<file path="config.mk">
export PLATFORM = sky130hd
export DESIGN_NAME = port_a_pin_logic
export DESIGN_NICKNAME = d
export VERILOG_FILES = /design/src/hw/port_a_pkg.sv /design/src/hw/port_a_pin_logic.sv
export SDC_FILE = /design/constraint.sdc
export NUM_CORES = 1
export LEC_CHECK = 0
export BUFFER_PORTS_ARGS = -buffer_cell sky130_fd_sc_hd__clkbuf_2
export CORE_MARGIN = 5
export CORE_UTILIZATION = 32
export CTS_BUF_LIST = sky130_fd_sc_hd__clkbuf_4 sky130_fd_sc_hd__clkbuf_8
export CTS_CLUSTER_SIZE = 20
export DETAILED_ROUTE_END_ITERATION = 7
export SYNTH_ARGS = -nofsm -noshare
export SYNTH_HDL_FRONTEND = slang
export SYNTH_SLANG_ARGS = --single-unit
</file>
<file path="constraint.sdc">
create_clock -name pclk -period 1.44 [get_ports pclk]
set_input_delay 0.144 -clock pclk [delete_from_list [all_inputs] [get_ports pclk]]
set_output_delay 0.144 -clock pclk [all_outputs]
set_load 0.01 [all_outputs]
</file>
<file path="src/hw/port_a_pkg.sv">
package port_a_pkg;

  // Register byte offsets on the APB side.
  localparam logic [11:0] OFS_PIN_LEVEL = 12'h000;
  localparam logic [11:0] OFS_OUT_LATCH = 12'h004;
  localparam logic [11:0] OFS_DIRECTION = 12'h008;
  localparam logic [11:0] OFS_ANALOG_SEL = 12'h00C;
  localparam logic [11:0] OFS_CLOCK_CFG = 12'h010;

  // Values after power-on reset.
  localparam logic [7:0] RST_OUT_LATCH = 8'h00;
  localparam logic [7:0] RST_DIRECTION = 8'hFF;
  localparam logic [4:0] RST_ANALOG_SEL = 5'h1F;
  localparam logic [2:0] RST_CLOCK_CFG = 3'h0;

  // Fields of the clock configuration register.
  localparam int CFG_OSC_PIN_BIT = 0;
  localparam int CFG_INTERNAL_OSC_BIT = 1;
  localparam int CFG_CLOCK_OUT_BIT = 2;

  // Pin positions with a special role.
  localparam int PIN_TIMER0_CLK = 4;
  localparam int PIN_TIMER1_CLK = 5;
  localparam int PIN_CLOCK_OUT = 6;
  localparam int PIN_OSC_IN = 7;

  // Which analog select bit owns each converter-shared pin.
  localparam logic [7:0] ANALOG_PIN_MASK = 8'h2F;
  localparam int ANALOG_BIT_OF_PIN5 = 4;

  // Divider that turns the system clock into the cycle clock.
  localparam int CYCLE_CLOCK_DIVIDE = 4;
  localparam int CYCLE_CLOCK_HALF = CYCLE_CLOCK_DIVIDE / 2;

endpackage

</file>
<file path="src/hw/port_a_pin_logic.sv">
`timescale 1ns/1ns
// What this block does
// - Output pin follows latch, analog select ignored.
// - Input pin readable; analog select blocks it.
// - Pins 0-3 and 5 reset to analog.
// - Pin 4 resets as digital input.
// - Timer inputs sample pins regardless of direction.
// - Pin 6 may output system clock over four.
// - Oscillator config bit disables pins 6, 7.
// - Bits 6, 7 exist only when pins free.
// - Direction bit one means input, zero output.
// - Writing level or latch register updates latch.
// - Analog bit set means analog, clear digital.
// - Analog pins read zero; analog after reset.
// - Internal oscillator frees pins 6, 7 for I/O.
module port_a_pin_logic #(
  parameter int PIN_COUNT = 8
) (
  input wire logic pclk,
  input wire logic presetn,
  input wire logic psel,
  input wire logic penable,
  input wire logic pwrite,
  input wire logic [11:0] paddr,
  input wire logic [31:0] pwdata,
  input wire logic [3:0] pstrb,
  output logic [31:0] prdata,
  output logic pready,
  output logic pslverr,
  input wire logic [PIN_COUNT-1:0] pin_in,
  output logic [PIN_COUNT-1:0] pin_out,
  output logic [PIN_COUNT-1:0] pin_oe,
  output logic timer0_ext_clock_in,
  output logic timer1_ext_clock_in,
  output logic timer3_gate_in,
  output logic cycle_clock_out
);

  logic [7:0] port_a_output_latch;
  logic [7:0] port_a_direction;
  logic [4:0] analog_select_low;
  logic [2:0] clock_config;
  logic [7:0] pin_sample;
  logic [1:0] divide_count;
  logic [7:0] next_port_a_output_latch;
  logic [7:0] next_port_a_direction;
  logic [4:0] next_analog_select_low;
  logic [2:0] next_clock_config;
  logic [31:0] next_prdata;
  logic [1:0] next_divide_count;
  logic next_cycle_clock_out;
  logic [7:0] analog_pins;
  logic [7:0] digital_ok;
  logic [7:0] pin_level_view;
  logic pins_high_free;
  logic clock_out_active;
  logic setup_phase;
  logic write_access;

  // Known register offsets; anything else earns pslverr.
  function automatic logic addr_mapped(input logic [11:0] a);
    return a == port_a_pkg::OFS_PIN_LEVEL || a == port_a_pkg::OFS_OUT_LATCH
        || a == port_a_pkg::OFS_DIRECTION || a == port_a_pkg::OFS_ANALOG_SEL
        || a == port_a_pkg::OFS_CLOCK_CFG;
  endfunction

  // Spread the five analog select bits onto the pins they own.
  function automatic logic [7:0] spread_analog(input logic [4:0] s);
    return {2'h0, s[port_a_pkg::ANALOG_BIT_OF_PIN5], 1'b0, s[3:0]};
  endfunction

  assign setup_phase = psel && !penable;
  assign write_access = psel && penable && pwrite;
  // The slave never stretches a transfer, since every read is ready early.
  assign pready = 1'b1;
  assign pslverr = psel && penable && !addr_mapped(paddr);

  // Pins 6 and 7 are free unless the oscillator owns them.
  assign pins_high_free = clock_config[port_a_pkg::CFG_INTERNAL_OSC_BIT]
      || !clock_config[port_a_pkg::CFG_OSC_PIN_BIT];
  assign digital_ok = {{2{pins_high_free}}, 6'h3F};
  assign analog_pins = spread_analog(analog_select_low);
  // Cycle clock replaces port data only when the crystal is not in use.
  assign clock_out_active = clock_config[port_a_pkg::CFG_CLOCK_OUT_BIT]
      && pins_high_free;

  // Pin level view: analog pins and owned oscillator pins read as zero.
  assign pin_level_view = pin_sample & ~analog_pins & digital_ok;

  // Pad drive: a clear direction bit drives the latch, analog or not, on pins the oscillator leaves free; clock out takes pin 6.
  always_comb begin
    pin_out = '0;
    pin_oe = '0;
    for (int i = 0; i < 8; i++) begin
      pin_out[i] = port_a_output_latch[i];
      pin_oe[i] = !port_a_direction[i] && digital_ok[i];
    end
    if (clock_out_active) begin
      pin_out[port_a_pkg::PIN_CLOCK_OUT] = cycle_clock_out;
      pin_oe[port_a_pkg::PIN_CLOCK_OUT] = 1'b1;
    end
  end

  // Next values of the software registers and the read data.
  always_comb begin
    next_port_a_output_latch = port_a_output_latch;
    next_port_a_direction = port_a_direction;
    next_analog_select_low = analog_select_low;
    next_clock_config = clock_config;
    next_prdata = prdata;
    if (write_access && pstrb[0]) begin
      unique case (paddr)
        port_a_pkg::OFS_PIN_LEVEL, port_a_pkg::OFS_OUT_LATCH: begin
          next_port_a_output_latch = pwdata[7:0];
        end
        port_a_pkg::OFS_DIRECTION: begin
          next_port_a_direction = pwdata[7:0];
        end
        port_a_pkg::OFS_ANALOG_SEL: begin
          next_analog_select_low = pwdata[4:0];
        end
        port_a_pkg::OFS_CLOCK_CFG: begin
          next_clock_config = pwdata[2:0];
        end
        default: begin
        end
      endcase
    end
    // Read data is captured in the setup cycle so pready can stay high.
    if (setup_phase && !pwrite) begin
      unique case (paddr)
        port_a_pkg::OFS_PIN_LEVEL: begin
          next_prdata = {24'h0, pin_level_view};
        end
        port_a_pkg::OFS_OUT_LATCH: begin
          next_prdata = {24'h0, port_a_output_latch & digital_ok};
        end
        port_a_pkg::OFS_DIRECTION: begin
          next_prdata = {24'h0, port_a_direction & digital_ok};
        end
        port_a_pkg::OFS_ANALOG_SEL: begin
          next_prdata = {27'h0, analog_select_low};
        end
        port_a_pkg::OFS_CLOCK_CFG: begin
          next_prdata = {29'h0, clock_config};
        end
        default: begin
          next_prdata = 32'h0;
        end
      endcase
    end
  end

  // Register the software state.
  always_ff @(posedge pclk or negedge presetn) begin
    if (!presetn) begin
      port_a_output_latch <= port_a_pkg::RST_OUT_LATCH;
      port_a_direction <= port_a_pkg::RST_DIRECTION;
      analog_select_low <= port_a_pkg::RST_ANALOG_SEL;
      clock_config <= port_a_pkg::RST_CLOCK_CFG;
      prdata <= 32'h0;
    end else begin
      port_a_output_latch <= next_port_a_output_latch;
      port_a_direction <= next_port_a_direction;
      analog_select_low <= next_analog_select_low;
      clock_config <= next_clock_config;
      prdata <= next_prdata;
    end
  end

  // Next values of the cycle clock divider.
  always_comb begin
    next_divide_count = divide_count + 2'h1;
    next_cycle_clock_out = cycle_clock_out;
    if (divide_count == 2'(port_a_pkg::CYCLE_CLOCK_HALF - 1)
        || divide_count == 2'(port_a_pkg::CYCLE_CLOCK_DIVIDE - 1)) begin
      next_cycle_clock_out = !cycle_clock_out;
    end
  end

  // Pins are sampled every cycle; timer taps ignore direction and analog.
  always_ff @(posedge pclk or negedge presetn) begin
    if (!presetn) begin
      pin_sample <= 8'h00;
      divide_count <= 2'h0;
      cycle_clock_out <= 1'b0;
      timer0_ext_clock_in <= 1'b0;
      timer1_ext_clock_in <= 1'b0;
      timer3_gate_in <= 1'b0;
    end else begin
      pin_sample <= pin_in[7:0];
      divide_count <= next_divide_count;
      cycle_clock_out <= next_cycle_clock_out;
      timer0_ext_clock_in <= pin_in[port_a_pkg::PIN_TIMER0_CLK];
      timer1_ext_clock_in <= pin_in[port_a_pkg::PIN_TIMER1_CLK];
      timer3_gate_in <= pin_in[port_a_pkg::PIN_TIMER1_CLK];
    end
  end
endmodule

</file>
==> impl_metrics.tcl, run 1 <==
set metrics [dict create \
    min_path_cells 2 \
    grt_use_total_pct 12.54 \
    postLayoutSetupSlackWorst_ns -0.09020 \
    fin_crit_sh_pct 106.3 \
    synth_cells 200 \
    r2r_slack_ns 0.24 \
    holdPathEnd "port_a_output_latch[7]$_DFFE_PN0P_" \
    hold_viol 0 \
    path_max_fanout 8 \
    final_area_um2 2963 \
    avgRoutedWirePerCell_um 14.16 \
    place_ws_ns -0.3939 \
    synth_area_um2 2243 \
    synth_edf_count 0 \
    dr_total_vias 1684 \
    cts_root_buf "clkbuf_8" \
    fp-row-count 30 \
    overflow 0 \
    antennaDiodeCount 0 \
    die-area_um2 8785 \
    startpoint "paddr[9]" \
    path_class "in -> reg" \
    ctsHtreeMaxLevel 2 \
    io_pins 115 \
    power_density_nw_per_um2 879.9 \
    outcome "finished with violations" \
    drc_errors 0 \
    hp-class "in -> reg" \
    syn2layout_area_growth_pct 32.07 \
    holdCritStartpoint "pwdata[7]" \
    place_hpwl_mm 4.138 \
    die_w_um 93.73 \
    synth_warnings 0 \
    ys_async_sr_fraction_pct 100.0 \
    worstSetupStartpointType "input port" \
    reg2reg_from "analog_select_low[3]$_DFFE_PN1P_" \
    clkTransAtPathRegs_ns 0.09 \
    dieHeight_um 93.73 \
    nFillCells 643 \
    crit_arrival_ns 1.72 \
    slew_viol_final 0 \
    first_pass_iters 4 \
    antenna_found_initial 0 \
    leakage_nw 1.512 \
    yosysTopAreaCell "dfrtp_1" \
    cp.required_ns 1.63 \
    routed_wl_mm 5.411 \
    yosysSeqAreaShare_pct 48.69 \
    gp_congestion 0.7833 \
    reg2regPathDepth 4 \
    cts_made_buffers 5 \
    r2r_end "prdata[3]$_DFFE_PN0P_" \
    via_per_inst 4.408 \
    core_um2 6794 \
    clock.fmax_mhz 653.5 \
    ant_nets 0 \
    clk_latency_ns 0.30 \
    violations "setup timing" \
    synth_cell_types 37 \
    clock-sinks 43 \
    grt_pass1_wl_mm 8.556 \
    end_kind "flop" \
    num-nets-final 348 \
    cts_tree "done" \
    ir_worst_vdd_mv 0.6323 \
    drive_gt1_share_pct 49.65 \
    avgSynthCellArea_um2 11.22 \
    period_minus_slack_ns 1.530 \
    synth_area_leaders "dfrtp_1, dfstp_2, mux2_2, buf_4, mux2i_1" \
    ys_ff_latch 43 \
    synth_top_area_share_pct 33.46 \
    grt_pass1_vias 1706 \
    numPortBuffers 62 \
    rsz0062_at_grt "true" \
    hold_ws_ns 0.1022 \
    fin_worst_skew_ns 0.01147 \
    finalSetupViolations 20 \
    synth-main-ff-cell "dfrtp_1" \
    cts_max_path_buffers 2 \
    place_area_um2 2674 \
    synthTopCellsByCount "buf_4, dfrtp_1, mux2_2, nand2_1, dfstp_2" \
    max_cap_violations 0 \
    initial_core_util_pct 33.02 \
    grt_max_degree 44 \
    drt_iter0_drc 56 \
    synth.most_common_cell "buf_4" \
]
-- worst max-delay path, cell delays in order --
cell and delay, ns:
buf_6 0.09, or4_4 0.56, nor4_4 0.18, nor3b_4 0.26
buf_12 0.15, mux2_2 0.33
-- how the worst max path moves through the flow --
stage / end / slack (ns) / cells past startpoint
4_1_cts: port_a_output_latch[1]$_DFFE_PN0P_ / -0.07 / 6
3_5_place_dp: port_a_output_latch[1]$_DFFE_PN0P_ / -0.39 / 6
6_report: port_a_output_latch[1]$_DFFE_PN0P_ / -0.09 / 6
2_1_floorplan: port_a_output_latch[0]$_DFFE_PN0P_ / -0.35 / 4
3_3_place_gp: clock_config[2]$_DFFE_PN0P_ / -0.39 / 5
5_1_grt: port_a_output_latch[2]$_DFFE_PN0P_ / -0.10 / 6
-- flip-flops by register name, indices dropped and copies added (netlist names) --
name                 count
analog_select_low        5
clock_config             3
cycle_clock_out          1
divide_count             2
pin_sample               8
port_a_direction         8
port_a_output_latch      8
prdata                   8
-- metrics by stage --
| step | setup TNS (ns) | power (W) | cells | utilization [%] |
|---|---|---|---|---|
| 2_1_floorplan | -5.070 | 0.001391 | 223 | - |
| 3_3_place_gp | -9.371 | 0.001473 | 363 | 39.36 |
| 3_5_place_dp | -9.863 | 0.001475 | 363 | 39.36 |
| 4_1_cts | -0.6839 | 0.002636 | 381 | 43.24 |
| 5_1_grt | -1.681 | 0.002714 | 382 | 43.61 |
| 6_report | -1.182 | 0.002607 | 382 | 43.61 |
-- cell type report --
cell class                      instances  area [um^2]  area share (%)
Sequential cell                        43         1092           36.87
Clock inverter                          2        60.06           2.027
Multi-Input combinational cell        132        968.4           32.69
Timing Repair Buffer                   93        608.1           20.52
Clock buffer                            6        76.32           2.576
Tap cell                               96        120.1           4.054
Inverter                               10        37.54           1.267
-- placed cells by master, fill, tap and decap left out, drive strengths merged, types with 2 or more instances in the layout --
cell          n
bufinv        2
mux2i         6
a221o         3
nor2b         2
clkbuf       67
nand2        16
dfstp        13
ha            2
a22o          2
buf          23
nor3b         2
o21ai         6
mux2         24
conb         25
nor4          4
nand3         4
nand4         2
or2           2
a22oi         4
dlygate4sd3   9
dfrtp        30
nor2         11
a21oi         5
inv          10
-- report_power, final --
part	internal, W	total, W	switching [W]
registers	0.00122	0.00123	0.00000490
logic	0.000107	0.000251	0.000143
clock network	0.000713	0.00113	0.000418
-- logic make-up (layout without fill, tap and decap cells) --
group | Yosys count | in the layout | share of synthesized area [%]
buffers and inverters | 48 | 111 | 13.55
xor gates and xnor gates | 1 | 1 | 0.3905
and+or+nand+nor | 52 | 52 | 13.89
muxes | 31 | 31 | 15.73
DFF | 43 | 43 | 48.69
other | 2 | 25 | 0.3348
adders and majority gates | 2 | 2 | 1.115
AOI/OAI and AO/OA | 21 | 21 | 6.302
-- layer usage --
| layer | wire length (um) | GRT usage (%) |
|---|---|---|
| met3 | 503 | 3.446 |
| met4 | 23 | 3.008 |
| met5 | 0 | 0 |
| met2 | 2523 | 20.11 |
| met1 | 2361 | 16.78 |
-- what timing repair did --
action                                  in CTS  in global routing
endpoints found under the setup margin      24                 24
pin swaps                                    0                  1
hold buffers                                 9                  0
endpoints found under the hold margin       38                  0
resized for setup                            6                  5
buffers inserted                             1                  1
(Power assumes the default switching activity.)
==> run 2, diff against run 1 <==
Settings changed: SETUP_SLACK_MARGIN set to 0.02.
==> run 2 against run 1 <==
Net effect: the flow still finishes with violations (setup timing); combinational power about the same; sequential power about the same; cell count unchanged; clock-buffer cell count did not move; clock skew hardly changed; wire length up 0.35%; first-iteration DRC count grew 16%; final area grew 0.17%; maximum frequency about the same; die area unchanged; critical endpoint unchanged.
==> impl_metrics.tcl, run 2 (same netlist as run 1, synthesis figures left out) <==
set metrics [dict create \
    reg2reg_from "analog_select_low[3]$_DFFE_PN1P_" \
    grt_pass1_vias 1705 \
    period_minus_slack_ns 1.530 \
    drive_gt1_share_pct 49.65 \
    antennaDiodeCount 0 \
    drt_iter0_drc 65 \
    overflow 0 \
    holdPathEnd "port_a_output_latch[7]$_DFFE_PN0P_" \
    final_common_cell "clkbuf_2" \
    antenna_found_initial 0 \
    cts_root_buf "clkbuf_8" \
    worstSetupStartpointType "input port" \
    dr_total_vias 1683 \
    crit_arrival_ns 1.72 \
    routed_wl_mm 5.430 \
    gp_congestion 0.7833 \
    fp-row-count 30 \
    fin_crit_sh_pct 106.3 \
    numPortBuffers 62 \
    place_area_um2 2674 \
    violations "setup timing" \
    initial_core_util_pct 33.02 \
    outcome "finished with violations" \
    cp.required_ns 1.63 \
    via_per_inst 4.406 \
    end_kind "flop" \
    leakage_nw 1.512 \
    fin_util_pct 43.68 \
    die-area_um2 8785 \
    postLayoutSetupSlackWorst_ns -0.09038 \
    multi_input_area_um2 973.4 \
    fin_worst_skew_ns 0.01127 \
    ant_nets 0 \
    cts_tree "done" \
    clk_latency_ns 0.29 \
    seqCellArea_um2 1092 \
    final_area_um2 2968 \
    clock.fmax_mhz 653.4 \
    reg2regPathDepth 4 \
    clock-sinks 43 \
    mostFrequentLayoutCells "clkbuf_2, dfrtp_1, conb_1" \
    ctsHtreeMaxLevel 2 \
    nFillCells 642 \
    setup_tns_ns -1.195 \
    place_hpwl_mm 4.138 \
    hold_viol 0 \
    path_class "in -> reg" \
    first_pass_iters 4 \
    finalSetupViolations 20 \
    clkTransAtPathRegs_ns 0.09 \
    min_path_cells 2 \
    holdCritStartpoint "pwdata[7]" \
    max_cap_violations 0 \
    hold_ws_ns 0.1007 \
    cts_max_path_buffers 2 \
    drc_errors 0 \
    cts_made_buffers 5 \
    avgRoutedWirePerCell_um 14.21 \
    r2r_end "prdata[3]$_DFFE_PN0P_" \
    r2r_slack_ns 0.24 \
    path_max_fanout 8 \
    syn2layout_area_growth_pct 32.29 \
    grt_use_total_pct 12.54 \
    dieHeight_um 93.73 \
    grt_pass1_wl_mm 8.556 \
    grt_max_degree 44 \
    core_um2 6794 \
    hp-class "in -> reg" \
    die_w_um 93.73 \
    place_ws_ns -0.3939 \
    num-nets-final 348 \
    io_pins 115 \
    slew_viol_final 0 \
    ir_worst_vdd_mv 0.6321 \
    power_density_nw_per_um2 878.5 \
    rsz0062_at_grt "true" \
]
[run 2: power breakdown]
part | internal (W) | switching [W] | total, W
clock | 0.000713 | 0.000418 | 0.00113
combinational | 0.000107 | 0.000143 | 0.000251
sequential | 0.00122 | 0.00000485 | 0.00123
total | 0.00204 | 0.000567 | 0.00261
[run 2: how the worst max path moves through the flow]
stage,from,end,slack (ns),cells after the start
finish,paddr[9],port_a_output_latch[1]$_DFFE_PN0P_,-0.09,6
global route,paddr[9],port_a_output_latch[2]$_DFFE_PN0P_,-0.10,6
CTS,paddr[9],port_a_output_latch[1]$_DFFE_PN0P_,-0.07,6
detailed placement,paddr[9],port_a_output_latch[1]$_DFFE_PN0P_,-0.39,6
global placement,paddr[1],clock_config[2]$_DFFE_PN0P_,-0.39,5
floorplan,paddr[9],port_a_output_latch[0]$_DFFE_PN0P_,-0.35,4
[run 2: final cells by class]
class                      count  share of cell area [%]
inverter                      10                   1.265
clock buffer                   6                   2.572
tap                           96                   4.047
multi-input combinational    132                   32.80
timing repair buffer          93                   20.49
clock inverter                 2                   2.024
sequential                    43                   36.80
[run 2: what timing repair did]
item                                   in CTS  in global routing
buffers inserted                            1                  1
endpoints found under the hold margin      38                  0
pin swaps                                   0                  2
resized for setup                           7                  5
hold buffers                                9                  0
setup endpoints to repair                  26                 27
[run 2: per-stage QoR]
stage / std cells / power (W)
after floorplan: 223 / 0.001391
final: 382 / 0.002607
after global routing: 382 / 0.002714
after detailed placement: 363 / 0.001475
after global placement: 363 / 0.001473
after CTS: 381 / 0.002636
[run 2: per-layer routing]
layer | up-vias | global-route usage [%] | wire length (um)
li1 | 799 | - | -
met1 | 814 | 16.78 | 2392
met2 | 68 | 20.11 | 2540
met3 | 2 | 3.446 | 480
met4 | 0 | 3.008 | 17
met5 | - | 0 | 0
[run 2: critical path: stages]
cell and delay [ns]:
buf_6 0.09, or4_4 0.56, nor4_4 0.18, nor3b_4 0.26, buf_12 0.15, mux2_2 0.33
